[config.mk]
export PLATFORM = sky130hd
export DESIGN_NAME = ssf_seq
export DESIGN_NICKNAME = d
export VERILOG_FILES = /design/src/rtl/ssf_pkg.sv /design/src/rtl/ssf_sense_if.sv /design/src/rtl/ssf_filter.sv /design/src/rtl/ssf_seq.sv /design/src/rtl/ssf_sync.sv
export VERILOG_INCLUDE_DIRS = /design/src /design/src/rtl
export SDC_FILE = /design/constraint.sdc
export NUM_CORES = 1
export LEC_CHECK = 0
export ABC_AREA = 0
export ABC_CLOCK_PERIOD_IN_PS = 2200
export BUFFER_PORTS_ARGS = -buffer_cell sky130_fd_sc_hd__buf_2
export CAP_MARGIN = 30
export CORE_AREA = 2 2 100 102
export CTS_CLUSTER_SIZE = 12
export DETAILED_ROUTE_END_ITERATION = 7
export DIE_AREA = 0 0 102 104
export SYNTH_ARGS = -nofsm -noshare
export SYNTH_HDL_FRONTEND = slang
export SYNTH_SLANG_ARGS = --single-unit
[constraint.sdc]
create_clock -name sys_clk_i -period 2.2 [get_ports sys_clk_i]
set_input_delay 0 -clock sys_clk_i [delete_from_list [all_inputs] [get_ports sys_clk_i]]
set_output_delay 0 -clock sys_clk_i [all_outputs]
set_load 0.02 [all_outputs]
[src/rtl/ssf_regs.svh]
// Purpose: timing counts and fixed figures of the start-up and fault sequencer
// Assumes: 10 MHz system clock
// Notes: least times round up, longest times round down, never below one cycle
`ifndef SSF_REGS_SVH
`define SSF_REGS_SVH

`define SSF_CLK_MHZ 10
// undervoltage, overvoltage and power-good filter delay
`define SSF_FILT_NS 5000
`define SSF_FILT_CYC ((`SSF_FILT_NS * `SSF_CLK_MHZ + 999) / 1000)
// normal minimum off-time, a least time
`define SSF_MIN_OFF_NS 400
`define SSF_MIN_OFF_CYC ((`SSF_MIN_OFF_NS * `SSF_CLK_MHZ + 999) / 1000)
// upper bound on the off one-shot; the normal value must stay within it
`define SSF_MAX_OFF_NS 550
`define SSF_MAX_OFF_CYC ((`SSF_MAX_OFF_NS * `SSF_CLK_MHZ) / 1000)
// soft-start: four steps of 110 switching cycles
`define SSF_SS_STEP 110
`define SSF_SS_STEPS 4
`define SSF_SS_TOTAL (`SSF_SS_STEP * `SSF_SS_STEPS)
`define SSF_SS_W 9
// level offset applied to the sensed output during the first step
`define SSF_SENSED_OUTPUT_LEVEL_OFFSET_MV 120
// number of comparator levels entering through the pin synchroniser
`define SSF_NSENSE 13

`endif

[src/rtl/ssf_pkg.sv]
// Purpose: types shared by the sequencer modules
// Assumes: nothing beyond the header
// Notes: one-hot switching states
package ssf_pkg;

  // switching state machine, one-hot
  typedef enum logic [5:0] {
    SSF_OFF         = 6'b00_0001,
    SSF_WAIT_HS_OFF = 6'b00_0010,
    SSF_LS_ON       = 6'b00_0100,
    SSF_WAIT_LS_OFF = 6'b00_1000,
    SSF_HS_ON       = 6'b01_0000,
    SSF_OV_HOLD     = 6'b10_0000
  } ssf_state_t;

  // current-limit source scale during soft-start
  typedef enum logic [1:0] {
    SSF_CURRENT_LIMIT_SOURCE_25  = 2'h0,
    SSF_CURRENT_LIMIT_SOURCE_50  = 2'h1,
    SSF_CURRENT_LIMIT_SOURCE_75  = 2'h2,
    SSF_CURRENT_LIMIT_SOURCE_100 = 2'h3
  } ssf_current_limit_source_t;

endpackage

[src/rtl/ssf_sense_if.sv]
// Purpose: carries synchronised comparator levels into the sequencer core
// Assumes: single clock domain
// Notes: the synchroniser drives, the core only reads
`timescale 1ns/1ps
interface ssf_sense_if;
  logic supply_por;
  logic supply_hi;
  logic supply_lo;
  logic en_high;
  logic en_low;
  logic uv_cmp;
  logic ov_cmp;
  logic pg_cmp;
  logic dl_off;
  logic phase_low;
  logic phase_strong;
  logic ton_req;
  logic ton_done;
  modport src (output supply_por, supply_hi, supply_lo, en_high, en_low, uv_cmp, ov_cmp,
               pg_cmp, dl_off, phase_low, phase_strong, ton_req, ton_done);
  modport dst (input supply_por, supply_hi, supply_lo, en_high, en_low, uv_cmp, ov_cmp,
               pg_cmp, dl_off, phase_low, phase_strong, ton_req, ton_done);
endinterface

[src/rtl/ssf_filter.sv]
// Purpose: persistence filter for a comparator level
// Assumes: input already synchronised
// Notes: output follows input only after it held steady for CYC cycles
`timescale 1ns/1ps
module ssf_filter #(
  parameter int unsigned CYC = 50
) (
  input wire logic sys_clk_i,
  input wire logic resetn_i,
  input wire logic clear_i,
  input wire logic level_i,
  output logic level_o
);
  import ssf_pkg::*;

  localparam int unsigned W = $clog2(CYC + 1);
  localparam logic [W-1:0] LAST = W'(CYC - 1);

  logic [W-1:0] cnt_q;

  // count while input differs from output; a glitch restarts the wait
  always_ff @(posedge sys_clk_i or negedge resetn_i)
  begin
    if (!resetn_i)
    begin
      cnt_q <= '0;
      level_o <= 1'b0;
    end
    else if (clear_i)
    begin
      cnt_q <= '0;
      level_o <= 1'b0;
    end
    else if (level_i == level_o)
      cnt_q <= '0;
    else if (cnt_q == LAST)
    begin
      cnt_q <= '0;
      level_o <= level_i;
    end
    else
      cnt_q <= cnt_q + W'(1);
  end
endmodule

[src/rtl/ssf_seq.sv]
// Purpose: start-up, lockout, soft-start, fault latch and gate-drive interlock of one buck channel
// Assumes: analog comparators report levels; gate drivers and switches are outside
// Notes: pin levels pass the three-stage synchroniser, so interlock waits include its latency
// What this block does
// - output 30% low latches both drives high-impedance and controller off
// - undervoltage must persist about 5 us before the fault latches
// - faults clear only by toggling supply or enable pin
// - supply above 3 V releases internal power-on reset
// - below 4.2 V inhibited; crossing up clears faults and soft-start
// - first switching action is a low-side pulse charging the boost cap
// - soft-start limits current-limit source over 440 switching cycles
// - first 110 cycles: quarter limit, doubled off-time, 120 mV offset
// - next steps: half, three quarters, full limit, normal off-time
// - undervoltage and power-good evaluation only after soft-start completes
// - 100 mV hysteresis; at 4.1 V both drives go high-impedance
// - high-side drive waits until low-side drive seen below 1 V
// - low-side drive waits until phase node seen below 1 V
// - high side starts weak, strong pull-up added at 1.5 V
// - every on pulse followed by a minimum off one-shot, at most 550 ns except 800 ns in the first step
// - enable pin high: power save; floating: no power save; low: off
// - power-good held low until soft-start done and output reaches 90%
// - overvoltage latches low-side on and controller off until reset
// - normal minimum off-time is 400 ns
`timescale 1ns/1ps
`include "ssf_regs.svh"
module ssf_seq (
  input wire logic sys_clk_i,
  input wire logic resetn_i,
  input wire logic supply_por_cmp_i,
  input wire logic supply_rise_cmp_i,
  input wire logic supply_fall_cmp_i,
  input wire logic enable_powersave_pin_high_i,
  input wire logic enable_powersave_pin_low_i,
  input wire logic sensed_output_uv_cmp_i,
  input wire logic sensed_output_ov_cmp_i,
  input wire logic sensed_output_pg_cmp_i,
  input wire logic low_side_drive_off_i,
  input wire logic phase_node_low_i,
  input wire logic phase_node_strong_i,
  input wire logic on_request_i,
  input wire logic on_time_done_i,
  output logic high_side_drive_o,
  output logic high_side_drive_strong_o,
  output logic high_side_drive_oe_o,
  output logic low_side_drive_o,
  output logic low_side_drive_oe_o,
  output ssf_pkg::ssf_current_limit_source_t current_limit_source_o,
  output logic sensed_output_level_offset_en_o,
  output logic powersave_en_o,
  output logic power_good_out_oe_o,
  output logic power_good_o,
  output logic uv_fault_o,
  output logic ov_fault_o,
  output logic softstart_done_o
);
  import ssf_pkg::*;

  localparam logic [`SSF_SS_W-1:0] SS_STEP = `SSF_SS_W'(`SSF_SS_STEP);
  localparam logic [`SSF_SS_W-1:0] SS_TOTAL = `SSF_SS_W'(`SSF_SS_TOTAL);
  localparam logic [3:0] OFF_NORM = 4'(`SSF_MIN_OFF_CYC);
  localparam logic [3:0] OFF_DBL = 4'(2 * `SSF_MIN_OFF_CYC);

  ssf_sense_if sense ();

  logic uv_filt;
  logic ov_filt;
  logic pg_filt;
  logic lockout_q;
  logic uv_fault_q;
  logic ov_fault_q;
  logic [`SSF_SS_W-1:0] ss_cnt_q;
  logic [3:0] off_cnt_q;
  ssf_state_t state_q;
  ssf_state_t state_d;
  logic en_on;
  logic restart;
  logic ss_done;
  logic eval_en;
  logic drive_en;
  logic cycle_done;
  logic first_step;
  ssf_current_limit_source_t current_limit_source_step;

  // comparator levels cross into the clock domain here
  ssf_sync u_sync (
    .sys_clk_i (sys_clk_i),
    .resetn_i  (resetn_i),
    .raw_i     ({supply_por_cmp_i, supply_rise_cmp_i, supply_fall_cmp_i,
                 enable_powersave_pin_high_i, enable_powersave_pin_low_i,
                 sensed_output_uv_cmp_i, sensed_output_ov_cmp_i, sensed_output_pg_cmp_i,
                 low_side_drive_off_i, phase_node_low_i, phase_node_strong_i,
                 on_request_i, on_time_done_i}),
    .sense     (sense)
  );

  // pin modes
  // floating pin reads neither high nor low and still enables
  assign en_on = !sense.en_low;

  // lockout exit restart
  // restart holds while supply is low, por is out or the pin is low
  assign restart = !sense.supply_por || lockout_q || !en_on;

  assign ss_done = (ss_cnt_q == SS_TOTAL);
  assign first_step = (ss_cnt_q < SS_STEP);

  assign eval_en = ss_done && !restart;

  ssf_filter #(.CYC(`SSF_FILT_CYC)) u_uv_filt (
    .sys_clk_i (sys_clk_i),
    .resetn_i  (resetn_i),
    .clear_i   (!eval_en),
    .level_i   (sense.uv_cmp),
    .level_o   (uv_filt)
  );

  // overvoltage filter, active from start-up on
  ssf_filter #(.CYC(`SSF_FILT_CYC)) u_ov_filt (
    .sys_clk_i (sys_clk_i),
    .resetn_i  (resetn_i),
    .clear_i   (restart),
    .level_i   (sense.ov_cmp),
    .level_o   (ov_filt)
  );

  ssf_filter #(.CYC(`SSF_FILT_CYC)) u_pg_filt (
    .sys_clk_i (sys_clk_i),
    .resetn_i  (resetn_i),
    .clear_i   (!eval_en),
    .level_i   (sense.pg_cmp),
    .level_o   (pg_filt)
  );

  // por holds lockout
  // set at the falling threshold, released only above the rising one
  always_ff @(posedge sys_clk_i or negedge resetn_i)
  begin
    if (!resetn_i)
      lockout_q <= 1'b1;
    else if (!sense.supply_por || !sense.supply_lo)
      lockout_q <= 1'b1;
    else if (sense.supply_hi)
      lockout_q <= 1'b0;
  end

  // undervoltage latch
  // set wins over the clear so a late event is never lost
  always_ff @(posedge sys_clk_i or negedge resetn_i)
  begin
    if (!resetn_i)
      uv_fault_q <= 1'b0;
    else if (uv_filt)
      uv_fault_q <= 1'b1;
    else if (restart)
      uv_fault_q <= 1'b0;
  end

  always_ff @(posedge sys_clk_i or negedge resetn_i)
  begin
    if (!resetn_i)
      ov_fault_q <= 1'b0;
    else if (ov_filt)
      ov_fault_q <= 1'b1;
    else if (restart)
      ov_fault_q <= 1'b0;
  end

  // controller latched off
  // drives float on lockout, pin low or undervoltage; overvoltage keeps them driven
  assign drive_en = !restart && !uv_fault_q;

  // a cycle completes when the on pulse ends
  assign cycle_done = (state_q == SSF_HS_ON) && sense.ton_done;

  // 440-cycle span
  // saturates at 440 so the limit stays at 100% afterwards
  always_ff @(posedge sys_clk_i or negedge resetn_i)
  begin
    if (!resetn_i)
      ss_cnt_q <= '0;
    else if (restart)
      ss_cnt_q <= '0;
    else if (cycle_done && !ss_done)
      ss_cnt_q <= ss_cnt_q + `SSF_SS_W'(1);
  end

  always_comb
  begin
    if (first_step)
      current_limit_source_step = SSF_CURRENT_LIMIT_SOURCE_25;
    else if (ss_cnt_q < 2 * SS_STEP)
      current_limit_source_step = SSF_CURRENT_LIMIT_SOURCE_50;
    else if (ss_cnt_q < 3 * SS_STEP)
      current_limit_source_step = SSF_CURRENT_LIMIT_SOURCE_75;
    else
      current_limit_source_step = SSF_CURRENT_LIMIT_SOURCE_100;
  end

  // switching sequence with adaptive dead time
  always_comb
  begin
    state_d = state_q;
    if (ov_fault_q && !restart)
      state_d = SSF_OV_HOLD;
    else if (!drive_en)
      state_d = SSF_OFF;
    else
    begin
      case (state_q)
        SSF_OFF:
          state_d = SSF_WAIT_HS_OFF;
        SSF_WAIT_HS_OFF:
          if (sense.phase_low)
            state_d = SSF_LS_ON;
        SSF_LS_ON:
          if (off_cnt_q == 4'h0 && sense.ton_req)
            state_d = SSF_WAIT_LS_OFF;
        SSF_WAIT_LS_OFF:
          if (sense.dl_off)
            state_d = SSF_HS_ON;
        SSF_HS_ON:
          if (sense.ton_done)
            state_d = SSF_WAIT_HS_OFF;
        SSF_OV_HOLD:
          state_d = SSF_OV_HOLD;
        default:
          state_d = SSF_OFF;
      endcase
    end
  end

  always_ff @(posedge sys_clk_i or negedge resetn_i)
  begin
    if (!resetn_i)
      state_q <= SSF_OFF;
    else
      state_q <= state_d;
  end

  // doubled off-time
  // loaded as the low side turns on, counts the off time down
  always_ff @(posedge sys_clk_i or negedge resetn_i)
  begin
    if (!resetn_i)
      off_cnt_q <= 4'h0;
    else if (state_q != SSF_LS_ON && state_d == SSF_LS_ON)
      off_cnt_q <= first_step ? OFF_DBL - 4'h1 : OFF_NORM - 4'h1;
    else if (off_cnt_q != 4'h0)
      off_cnt_q <= off_cnt_q - 4'h1;
  end

  // gate drive outputs follow the next state so the interlock costs no extra cycle
  // low side held on
  always_ff @(posedge sys_clk_i or negedge resetn_i)
  begin
    if (!resetn_i)
    begin
      low_side_drive_o <= 1'b0;
      high_side_drive_o <= 1'b0;
    end
    else
    begin
      low_side_drive_o <= (state_d == SSF_LS_ON) || (state_d == SSF_OV_HOLD);
      high_side_drive_o <= (state_d == SSF_HS_ON);
    end
  end

  always_ff @(posedge sys_clk_i or negedge resetn_i)
  begin
    if (!resetn_i)
      high_side_drive_strong_o <= 1'b0;
    else
      high_side_drive_strong_o <= (state_d == SSF_HS_ON) && (state_q == SSF_HS_ON) && sense.phase_strong;
  end

  always_ff @(posedge sys_clk_i or negedge resetn_i)
  begin
    if (!resetn_i)
    begin
      low_side_drive_oe_o <= 1'b0;
      high_side_drive_oe_o <= 1'b0;
    end
    else
    begin
      low_side_drive_oe_o <= drive_en;
      high_side_drive_oe_o <= drive_en;
    end
  end

  always_ff @(posedge sys_clk_i or negedge resetn_i)
  begin
    if (!resetn_i)
    begin
      current_limit_source_o <= SSF_CURRENT_LIMIT_SOURCE_25;
      sensed_output_level_offset_en_o <= 1'b0;
    end
    else
    begin
      current_limit_source_o <= current_limit_source_step;
      sensed_output_level_offset_en_o <= first_step && drive_en;
    end
  end

  always_ff @(posedge sys_clk_i or negedge resetn_i)
  begin
    if (!resetn_i)
      powersave_en_o <= 1'b0;
    else
      powersave_en_o <= sense.en_high && !sense.en_low;
  end

  // power-good release
  // open drain: the pin is pulled low while the enable is high
  always_ff @(posedge sys_clk_i or negedge resetn_i)
  begin
    if (!resetn_i)
    begin
      power_good_o <= 1'b0;
      power_good_out_oe_o <= 1'b1;
    end
    else
    begin
      power_good_o <= eval_en && pg_filt && !uv_fault_q && !ov_fault_q;
      power_good_out_oe_o <= !(eval_en && pg_filt && !uv_fault_q && !ov_fault_q);
    end
  end

  // status copies for the system
  always_ff @(posedge sys_clk_i or negedge resetn_i)
  begin
    if (!resetn_i)
    begin
      uv_fault_o <= 1'b0;
      ov_fault_o <= 1'b0;
      softstart_done_o <= 1'b0;
    end
    else
    begin
      uv_fault_o <= uv_fault_q;
      ov_fault_o <= ov_fault_q;
      softstart_done_o <= ss_done;
    end
  end
endmodule

[src/rtl/ssf_sync.sv]
// Purpose: three-stage synchroniser for the analog comparator levels
// Assumes: raw levels are asynchronous to sys_clk_i
// Notes: a change is accepted once stages two and three agree
`timescale 1ns/1ps
`include "ssf_regs.svh"
module ssf_sync (
  input wire logic sys_clk_i,
  input wire logic resetn_i,
  input wire logic [`SSF_NSENSE-1:0] raw_i,
  ssf_sense_if.src sense
);
  import ssf_pkg::*;

  logic [`SSF_NSENSE-1:0] s1_q;
  logic [`SSF_NSENSE-1:0] s2_q;
  logic [`SSF_NSENSE-1:0] s3_q;
  logic [`SSF_NSENSE-1:0] lvl_q;

  // stage one is read by stage two only
  always_ff @(posedge sys_clk_i or negedge resetn_i)
  begin
    if (!resetn_i)
    begin
      s1_q <= '0;
      s2_q <= '0;
      s3_q <= '0;
    end
    else
    begin
      s1_q <= raw_i;
      s2_q <= s1_q;
      s3_q <= s2_q;
    end
  end

  // accept bits where the two later stages agree, hold others
  always_ff @(posedge sys_clk_i or negedge resetn_i)
  begin
    if (!resetn_i)
      lvl_q <= '0;
    else
      lvl_q <= (lvl_q & (s2_q ^ s3_q)) | (s3_q & ~(s2_q ^ s3_q));
  end

  // bit order fixed by the core's raw vector
  assign {sense.supply_por, sense.supply_hi, sense.supply_lo, sense.en_high, sense.en_low,
          sense.uv_cmp, sense.ov_cmp, sense.pg_cmp, sense.dl_off, sense.phase_low,
          sense.phase_strong, sense.ton_req, sense.ton_done} = lvl_q;
endmodule

==> results of run 1 <==
[through the flow]
| stage | instances | cell area (µm²) | power, mW |
|---|---|---|---|
| global route | 529 | 4910 | 3.90 |
| floorplan | 334 | 4170 | 2.38 |
| CTS | 529 | 4900 | 3.77 |
| global placement | 499 | 4540 | 2.50 |
| detailed placement | 499 | 4540 | 2.51 |
| finish | 529 | 4910 | 3.72 |
[synthesized netlist by cell type, types with 3 or more instances]
cell type / instances
sky130_fd_sc_hd__a21oi_1: 12
sky130_fd_sc_hd__dfstp_2: 3
sky130_fd_sc_hd__or4b_1: 3
sky130_fd_sc_hd__xnor2_1: 11
sky130_fd_sc_hd__a21o_1: 3
sky130_fd_sc_hd__xor2_1: 8
sky130_fd_sc_hd__nand2b_1: 3
sky130_fd_sc_hd__nor2_1: 37
sky130_fd_sc_hd__maj3_1: 13
sky130_fd_sc_hd__o21ai_0: 7
sky130_fd_sc_hd__or3_1: 9
sky130_fd_sc_hd__nor3_1: 12
sky130_fd_sc_hd__clkbuf_1: 7
sky130_fd_sc_hd__or4_1: 3
sky130_fd_sc_hd__ha_1: 10
sky130_fd_sc_hd__dfrtp_1: 105
sky130_fd_sc_hd__nor2b_1: 3
sky130_fd_sc_hd__nand3_1: 12
sky130_fd_sc_hd__o211ai_1: 4
sky130_fd_sc_hd__mux2i_1: 5
sky130_fd_sc_hd__inv_1: 13
sky130_fd_sc_hd__nand2_1: 12
sky130_fd_sc_hd__nand4_1: 3
[repair_timing]
action | 4_1_cts | 5_1_grt
gates resized for setup | 0 | 4
hold buffers | 14 | 0
pin swaps | 1 | 1
setup endpoints to repair | 1 | 4
hold endpoints to repair | 51 | 0
[cell type report]
class | count | area [µm²] | share of cell area (%)
timing repair buffer | 56 | 400 | 8.15
multi-input combinational | 203 | 1370 | 27.9
inverter | 13 | 48.8 | 0.993
clock buffer | 9 | 124 | 2.52
tap | 133 | 166 | 3.39
sequential | 108 | 2710 | 55.1
clock inverter | 7 | 93.8 | 1.91
[power groups by stage]
stage / registers [mW] / clock network, mW / logic, mW
2_1_floorplan: 2.18 / 0 / 0.201
3_3_place_gp: 2.20 / 0 / 0.303
3_5_place_dp: 2.20 / 0 / 0.312
4_1_cts: 2.16 / 1.28 / 0.331
5_1_grt: 2.17 / 1.35 / 0.376
6_report: 2.16 / 1.23 / 0.323
[path summary, 6_finish.rpt]
| path | from | cells after the start | end | slack [ps] |
|---|---|---|---|---|
| worst max-delay path | state_q[3] | 4 | ss_cnt_q[7] | 60 |
| worst min-delay path | resetn_i | 2 | u_pg_filt.cnt_q[3] | 140 |
| worst max register to register | state_q[3] | 4 | ss_cnt_q[7] | 60 |
| worst min register to register | u_sync.s1_q[6] | 0 | u_sync.s2_q[6] | 360 |
| max in group asynchronous | resetn_i | 3 | ss_cnt_q[8] | 1360 |
| min in group sys_clk_i | enable_powersave_pin_low_i | 2 | u_sync.s1_q[8] | 250 |
[logic make-up after synthesis]
| logic type | Yosys count | share of synthesized area (%) |
|---|---|---|
| XOR/XNOR | 19 | 3.99 |
| adder cells (fa/ha/maj) | 23 | 6.12 |
| AO/OA/AOI/OAI | 36 | 5.67 |
| buffers and inverters | 23 | 2.52 |
| multiplexers | 6 | 1.47 |
| flip-flops | 108 | 64.9 |
| AND/OR/NAND/NOR | 119 | 15.4 |
[metal layers]
metal / global-route usage [%] / vias to the layer above / routed length [µm]
li1: - / 1274 / -
met1: 20.1 / 1272 / 3470
met2: 22.4 / 42 / 3200
met3: 3.16 / 10 / 218
met4: 6.00 / 0 / 141
met5: 0 / - / 0
==> flow_metrics.env, run 1 <==
export IMPL_place_congestion=0.833
export IMPL_cap_viol_max_count=0
export IMPL_switching_share_pct=26.8
export IMPL_number_of_pins_with_negative_max_slew_slack_in_the_final_report=0
export IMPL_post_synth_inst_count=334
export IMPL_drive_above_1_share_pct=18.2
export IMPL_number_of_vias_after_detailed_routing=2598
export IMPL_end_kind="register"
export IMPL_skew_ps=14.7
export IMPL_place_worst_setup_slack_ps=22.9
export IMPL_timing_critical_path_slowest_cell_delay_ps=530
export IMPL_layout_commonest_cell="sky130_fd_sc_hd__dfrtp_1"
export IMPL_max_clock_freq_ghz=0.468
export IMPL_synth_area_leader_cell="sky130_fd_sc_hd__dfrtp_1"
export IMPL_clock_sinks=108
export IMPL_run_status="finished, final reports clean"
export IMPL_layout_core_utilization_pct=51.5
export IMPL_power_share_sequential_pct=58.1
export IMPL_nFillCells=893
export IMPL_synth_net_count=359
export IMPL_relSlewSlack_pct=65.3
export IMPL_cp_max_fo=14
export IMPL_post_synth_num_cell_types=49
export IMPL_starting_density_of_the_core_pct=43.7
export IMPL_die_area_mm2=0.0106
export IMPL_critical_path_arrival_ps=2450
export IMPL_grt_start_max_net_pins=47
export IMPL_critical_path_top_delay_family="simple AND/OR/NAND/NOR gates"
export IMPL_antenna_diode_count=0
export IMPL_yosysSeqAreaShare_pct=64.9
export IMPL_ctsLongestPathBuffers=2
export IMPL_p_leak_nw=2.20
export IMPL_synth_yosys_warnings=0
export IMPL_synth_enable_flop_cells=0
export IMPL_crit_required_ps=2520
export IMPL_ctsHtreeMaxLevel=3
export IMPL_cts_root_buf="sky130_fd_sc_hd__clkbuf_8"
export IMPL_finalSetupTns_ps=0
export IMPL_switching_power_of_the_nets_uw=994
export IMPL_syn_area_mm2=0.00417
export IMPL_source_to_sink_clock_delay_at_the_later_pin_of_the_worst_skew_pair_ps=380
export IMPL_buffer_ports_inserted=28
export IMPL_ioPinCount=29
export IMPL_drt_pass1_iter_count=4
export IMPL_mostFrequentLayoutCells="sky130_fd_sc_hd__dfrtp_1, sky130_fd_sc_hd__nor2_1, sky130_fd_sc_hd__buf_2"
export IMPL_detailed_place_hpwl_mm=4.72
export IMPL_ys_async_sr_fraction_pct=100
export IMPL_die_x_extent_um=102
export IMPL_p_clk_share_pct=33.2
export IMPL_detailed_router_s_first_iteration_violation_count=81
export IMPL_timing_final_hold_violations=0
export IMPL_floorplan_core_area_mm2=0.00955
export IMPL_tritoncts="built"
export IMPL_drc_errors=0
export IMPL_hold_class="in2async"
export IMPL_power_internal_mw=2.72
export IMPL_grt_overflow=0
export IMPL_crit_path_top_delay_cell="sky130_fd_sc_hd__or4b_1"
export IMPL_synth_main_ff_cell="sky130_fd_sc_hd__dfrtp_1"
export IMPL_power_density_over_cell_area_mw_per_mm2=756
export IMPL_detail_route_vias_per_cell=4.91
export IMPL_synth_top_area_share_pct=63.0
export IMPL_syn_to_final_growth_pct=17.8
export IMPL_setup_violations_final=0
export IMPL_number_of_global_route_vias_before_repair=2641
export IMPL_cts_reportedPaths_clkPinSlew_ps=120
export IMPL_postSynthAreaPerCell_um2=12.5
export IMPL_gate_power_share_pct=8.7
export IMPL_layout_setup_ws_ps=65.0
export IMPL_wl_mm=7.03
export IMPL_final_nets=416
export IMPL_final_antenna_net_count=0
export IMPL_max_vdd_ir_drop_uv=375
export IMPL_slew_of_the_pin_with_the_lowest_slew_margin_ps=520
export IMPL_finalCritPeriodShare_pct=97.0
export IMPL_rsz0062_at_grt="no"
export IMPL_synth_top_cells_by_area="sky130_fd_sc_hd__dfrtp_1, sky130_fd_sc_hd__nor2_1, sky130_fd_sc_hd__maj3_1"
export IMPL_yosys_register_bits=108
export IMPL_routedWlPerCell_um=13.3
export IMPL_min_period_ps=2140
export IMPL_path_buf_inv=0
export IMPL_grt_pass1_wl_mm=12.2
export IMPL_floorplan_die_height_um=104
export IMPL_crit_path_start_kind="register"
export IMPL_setup_worst_path_class="reg2reg"
export IMPL_placementRows=36
export IMPL_crit_chain="or4_4 -> a2111o_2 -> or4b_1 -> nand2_1"
export IMPL_hold_slack_ps=138
export IMPL_globalRouteTotalUtil_pct=14.6
export IMPL_tritoncts_num_buffers=9
export IMPL_post_cts_setup_buffer_count=0
export IMPL_antenna_violations_before_repair=0
Note: power is estimated with default switching activity, not from simulation.
==> run 2, diff against run 1 <==
--- a/config.mk
+++ b/config.mk
@@ -10,10 +10,14 @@
 export ABC_CLOCK_PERIOD_IN_PS = 2200
 export BUFFER_PORTS_ARGS = -buffer_cell sky130_fd_sc_hd__buf_2
 export CAP_MARGIN = 30
-export CORE_AREA = 2 2 100 102
+export CELL_PAD_IN_SITES_DETAIL_PLACEMENT = 1
+export CELL_PAD_IN_SITES_GLOBAL_PLACEMENT = 1
+export CORE_AREA = 2 2 101 103
+export CTS_CLUSTER_DIAMETER = 100
 export CTS_CLUSTER_SIZE = 12
 export DETAILED_ROUTE_END_ITERATION = 7
-export DIE_AREA = 0 0 102 104
+export DIE_AREA = 0 0 103 105
+export PLACE_DENSITY_LB_ADDON = 0.1
 export SYNTH_ARGS = -nofsm -noshare
 export SYNTH_HDL_FRONTEND = slang
 export SYNTH_SLANG_ARGS = --single-unit
==> flow_metrics.env, run 2 (synthesized netlist as in run 1, its figures left out) <==
export IMPL_run_status="finished, final reports clean"
export IMPL_antenna_diode_count=0
export IMPL_crit_path_top_delay_cell="sky130_fd_sc_hd__or4_4"
export IMPL_placementRows=36
export IMPL_clock_sinks=108
export IMPL_setup_violations_final=0
export IMPL_use_met2_pct=24.2
export IMPL_detail_route_vias_per_cell=5.03
export IMPL_crit_path_start_kind="register"
export IMPL_antenna_violations_before_repair=0
export IMPL_mostFrequentLayoutCells="sky130_fd_sc_hd__dfrtp_1, sky130_fd_sc_hd__nor2_1, sky130_fd_sc_hd__buf_2"
export IMPL_cap_viol_max_count=0
export IMPL_number_of_global_route_vias_before_repair=2791
export IMPL_source_to_sink_clock_delay_at_the_later_pin_of_the_worst_skew_pair_ps=380
export IMPL_buffer_ports_inserted=28
export IMPL_die_x_extent_um=103
export IMPL_layout_core_utilization_pct=50.9
export IMPL_detailed_router_s_first_iteration_violation_count=39
export IMPL_routedWlPerCell_um=14.2
export IMPL_slew_of_the_pin_with_the_lowest_slew_margin_ps=584
export IMPL_relSlewSlack_pct=61.0
export IMPL_grt_pass1_wl_mm=13.2
export IMPL_layout_commonest_cell="sky130_fd_sc_hd__dfrtp_1"
export IMPL_grt_start_max_net_pins=109
export IMPL_grt_met1_usage_pct=21.1
export IMPL_floorplan_core_area_mm2=0.00964
export IMPL_power_density_over_cell_area_mw_per_mm2=741
export IMPL_finalCritPeriodShare_pct=95.8
export IMPL_post_cts_setup_buffer_count=0
export IMPL_final_antenna_net_count=0
export IMPL_drt_pass1_iter_count=5
export IMPL_starting_density_of_the_core_pct=43.3
export IMPL_p_leak_nw=2.21
export IMPL_floorplan_die_height_um=105
export IMPL_cts_root_buf="sky130_fd_sc_hd__clkbuf_8"
export IMPL_tritoncts_num_buffers=9
export IMPL_drive_above_1_share_pct=18.5
export IMPL_crit_required_ps=2510
export IMPL_skew_ps=10.1
export IMPL_globalRouteMet3Util_pct=3.61
export IMPL_detailed_place_hpwl_mm=5.24
export IMPL_ioPinCount=29
export IMPL_regArea_mm2=0.00271
export IMPL_die_area_mm2=0.0108
export IMPL_place_congestion=0.762
export IMPL_rsz0062_at_grt="no"
export IMPL_drc_errors=0
export IMPL_nFillCells=1034
export IMPL_wl_mm=7.58
export IMPL_max_clock_freq_ghz=0.474
export IMPL_crit_chain="or4_4 -> a2111o_2 -> or4b_1 -> nand2_1"
export IMPL_cts_reportedPaths_clkPinSlew_ps=110
export IMPL_cp_max_fo=13
export IMPL_ctsLongestPathBuffers=2
export IMPL_multiInputGateArea_mm2=0.00136
export IMPL_fin_total_pwr_mw=3.63
export IMPL_max_vdd_ir_drop_uv=381
export IMPL_globalRouteTotalUtil_pct=15.8
export IMPL_end_kind="register"
export IMPL_critical_path_arrival_ps=2420
export IMPL_setup_worst_path_class="reg2reg"
export IMPL_ctsHtreeMaxLevel=3
export IMPL_hold_class="in2async"
export IMPL_finalSetupTns_ps=0
export IMPL_grt_overflow=0
export IMPL_timing_final_hold_violations=0
export IMPL_number_of_vias_after_detailed_routing=2686
export IMPL_final_nets=421
export IMPL_number_of_pins_with_negative_max_slew_slack_in_the_final_report=0
export IMPL_syn_to_final_growth_pct=17.6
export IMPL_min_period_ps=2110
export IMPL_timing_critical_path_slowest_cell_delay_ps=540
export IMPL_grt_busiest_layer="met2"
export IMPL_tritoncts="built"
## run 2: timing repair
action                                 in CTS  in global routing
gates resized for setup                     0                  2
hold buffers                               14                  0
endpoints found under the hold margin     118                  0
setup endpoints to repair                   0                  7
## run 2: routing by layer
layer	routed length, µm	share of wire, %
met1	3560	47
met2	3640	48
met3	198	2.6
met4	188	2.5
met5	0	0
## run 2: report_power, final
group          switching (mW)  internal, mW  total (mW)
Sequential             0.0683          2.09        2.16
Clock                   0.684         0.458        1.14
Combinational           0.165         0.166       0.331
## run 2: layout make-up
type                    count  share of cell area, %
clock buffers              11                   2.88
clock inverters             5                  0.867
inverters                  13                  0.995
multi-input cells         203                   27.7
flip-flops and latches    108                   55.2
well taps                 133                   3.39
repair buffers             61                   8.93
## run 2: critical path: cells and delay by family, from the launching register on
kind | cells | cell delay, ps
flops | 1 | 420
simple gates | 3 | 1140
compound gates | 1 | 470
## run 2: worst paths after layout
kind                                  start                  to  slack [ps]  depth (start not counted)
min                                resetn_i  u_ov_filt.cnt_q[2]         200                          3
max                              state_q[0]         ss_cnt_q[7]          90                          4
max in group asynchronous          resetn_i      u_sync.s1_q[0]        1540                          3
min reg2reg                  u_sync.s1_q[8]      u_sync.s2_q[8]         360                          0
min in group sys_clk_i     phase_node_low_i      u_sync.s1_q[3]         260                          2
max reg2reg                      state_q[0]         ss_cnt_q[7]          90                          4
## run 2: metrics by stage
step	hold WS, ps	cells	setup slack, ps	area (µm²)
floorplan	-296	334	107	4170
global placement	108	504	76.5	4580
detailed placement	110	504	54.3	4580
CTS	240	534	29.8	4900
global route	240	534	15.4	4910
finish	205	534	92.0	4910
==> run 3, diff against run 2 <==
--- a/config.mk
+++ b/config.mk
@@ -12,11 +12,11 @@
 export CAP_MARGIN = 30
 export CELL_PAD_IN_SITES_DETAIL_PLACEMENT = 1
 export CELL_PAD_IN_SITES_GLOBAL_PLACEMENT = 1
-export CORE_AREA = 2 2 101 103
+export CORE_AREA = 2 2 106 108
 export CTS_CLUSTER_DIAMETER = 100
 export CTS_CLUSTER_SIZE = 12
 export DETAILED_ROUTE_END_ITERATION = 7
-export DIE_AREA = 0 0 103 105
+export DIE_AREA = 0 0 108 110
 export PLACE_DENSITY_LB_ADDON = 0.1
 export SYNTH_ARGS = -nofsm -noshare
 export SYNTH_HDL_FRONTEND = slang
==> flow_metrics.env, run 3 (synthesized netlist as in run 1, its figures left out) <==
export IMPL_run_status="finished, final reports clean"
export IMPL_antenna_diode_count=0
export IMPL_grt_pass1_wl_mm=13.6
export IMPL_clock_sinks=108
export IMPL_grt_overflow=0
export IMPL_drive_above_1_share_pct=19.8
export IMPL_floorplan_core_area_mm2=0.0107
export IMPL_detailed_place_hpwl_mm=5.60
export IMPL_detail_route_vias_per_cell=4.96
export IMPL_die_x_extent_um=108
export IMPL_max_clock_freq_ghz=0.471
export IMPL_drt_pass1_iter_count=4
export IMPL_finalCritPeriodShare_pct=96.6
export IMPL_place_worst_setup_slack_ps=48.2
export IMPL_final_nets=424
export IMPL_buffer_ports_inserted=28
export IMPL_cts_root_buf="sky130_fd_sc_hd__clkbuf_8"
export IMPL_rsz0062_at_grt="no"
export IMPL_drc_errors=0
export IMPL_max_vdd_ir_drop_uv=435
export IMPL_layout_cells_non_filler=544
export IMPL_number_of_pins_with_negative_max_slew_slack_in_the_final_report=0
export IMPL_floorplan_die_height_um=110
export IMPL_tritoncts_num_buffers=9
export IMPL_starting_density_of_the_core_pct=39.0
export IMPL_fin_total_pwr_mw=3.76
export IMPL_antenna_violations_before_repair=0
export IMPL_ctsLongestPathBuffers=2
export IMPL_cap_viol_max_count=0
export IMPL_layout_core_utilization_pct=46.5
export IMPL_crit_path_start_kind="register"
export IMPL_relSlewSlack_pct=60.8
export IMPL_ctsHtreeMaxLevel=3
export IMPL_crit_required_ps=2510
export IMPL_place_congestion=0.780
export IMPL_layout_setup_ws_ps=75.2
export IMPL_p_leak_nw=2.24
export IMPL_hold_slack_ps=169
export IMPL_min_period_ps=2120
export IMPL_cts_reportedPaths_clkPinSlew_ps=110
export IMPL_syn_to_final_growth_pct=19.3
export IMPL_globalRouteTotalUtil_pct=15.1
export IMPL_number_of_global_route_vias_before_repair=2723
export IMPL_dr_wl_met2_mm=3.94
export IMPL_placementRows=38
export IMPL_dr_max_layer_used="met4"
export IMPL_routedWlPerCell_um=15.4
export IMPL_post_place_cells=513
export IMPL_source_to_sink_clock_delay_at_the_later_pin_of_the_worst_skew_pair_ps=370
export IMPL_number_of_vias_after_detailed_routing=2697
export IMPL_finalSetupTns_ps=0
export IMPL_grt_start_max_net_pins=48
export IMPL_setup_violations_final=0
export IMPL_critical_path_arrival_ps=2440
export IMPL_cp_max_fo=8
export IMPL_timing_final_hold_violations=0
export IMPL_detailed_router_s_first_iteration_violation_count=81
export IMPL_mostFrequentLayoutCells="sky130_fd_sc_hd__dfrtp_1, sky130_fd_sc_hd__nor2_1, sky130_fd_sc_hd__buf_2"
export IMPL_layout_commonest_cell="sky130_fd_sc_hd__dfrtp_1"
export IMPL_tritoncts="built"
export IMPL_ioPinCount=29
export IMPL_wl_mm=8.37
export IMPL_end_kind="register"
export IMPL_power_density_over_cell_area_mw_per_mm2=756
export IMPL_final_antenna_net_count=0
export IMPL_hold_class="in2async"
export IMPL_drt_met1_wl_mm=4.09
export IMPL_setup_worst_path_class="reg2reg"
export IMPL_detailed_place_area_mm2=0.00460
export IMPL_die_area_mm2=0.0119
export IMPL_slew_of_the_pin_with_the_lowest_slew_margin_ps=589
export IMPL_skew_ps=9.15
export IMPL_fin_area_mm2=0.00498
export IMPL_met3_wirelength_um=229
-- run 3: what timing repair did --
action / CTS / global route
endpoints found under the setup margin: 0 / 8
endpoints found under the hold margin: 54 / 0
hold buffers: 14 / 0
gates resized for setup: 0 / 5
setup buffers: 0 / 0
-- run 3: worst paths after layout --
kind	start	to	slack, ps	cells after the start
worst min-delay path	resetn_i	current_limit_source_o[1]	170	2
worst min register to register	u_sync.s1_q[4]	u_sync.s2_q[4]	350	0
worst max-delay path	state_q[1]	ss_cnt_q[7]	80	4
max in group asynchronous	resetn_i	state_q[0]	1290	3
min in group sys_clk_i	supply_por_cmp_i	u_sync.s1_q[12]	260	2
worst max register to register	state_q[1]	ss_cnt_q[7]	80	4
-- run 3: worst max-delay path, cell delays in order (launching register included) --
cell	delay, ps
sky130_fd_sc_hd__dfrtp_1	390
sky130_fd_sc_hd__or4_4	570
sky130_fd_sc_hd__a2111o_2	510
sky130_fd_sc_hd__or4b_1	520
sky130_fd_sc_hd__nand2_1	80
-- run 3: layout make-up --
| type | instances | area (µm²) |
|---|---|---|
| well taps | 140 | 175 |
| multi-input cells | 204 | 1390 |
| clock inverters | 6 | 68.8 |
| inverters | 13 | 48.8 |
| repair buffers | 63 | 453 |
| flip-flops and latches | 108 | 2710 |
| fillers | 1156 | 5720 |
| clock buffers | 10 | 138 |
-- run 3: layer usage --
| metal | vias to the layer above | GRT usage, % |
|---|---|---|
| met3 | 10 | 3.12 |
| met1 | 1360 | 20.4 |
| li1 | 1293 | - |
| met2 | 34 | 24.1 |
| met4 | 0 | 5.49 |
| met5 | - | 0 |
-- run 3: power breakdown --
part | switching [mW] | leakage [nW] | internal (mW)
combinational | 0.169 | 0.765 | 0.169
sequential | 0.0663 | 1.37 | 2.09
clock | 0.703 | 0.103 | 0.567
total | 0.938 | 2.24 | 2.83
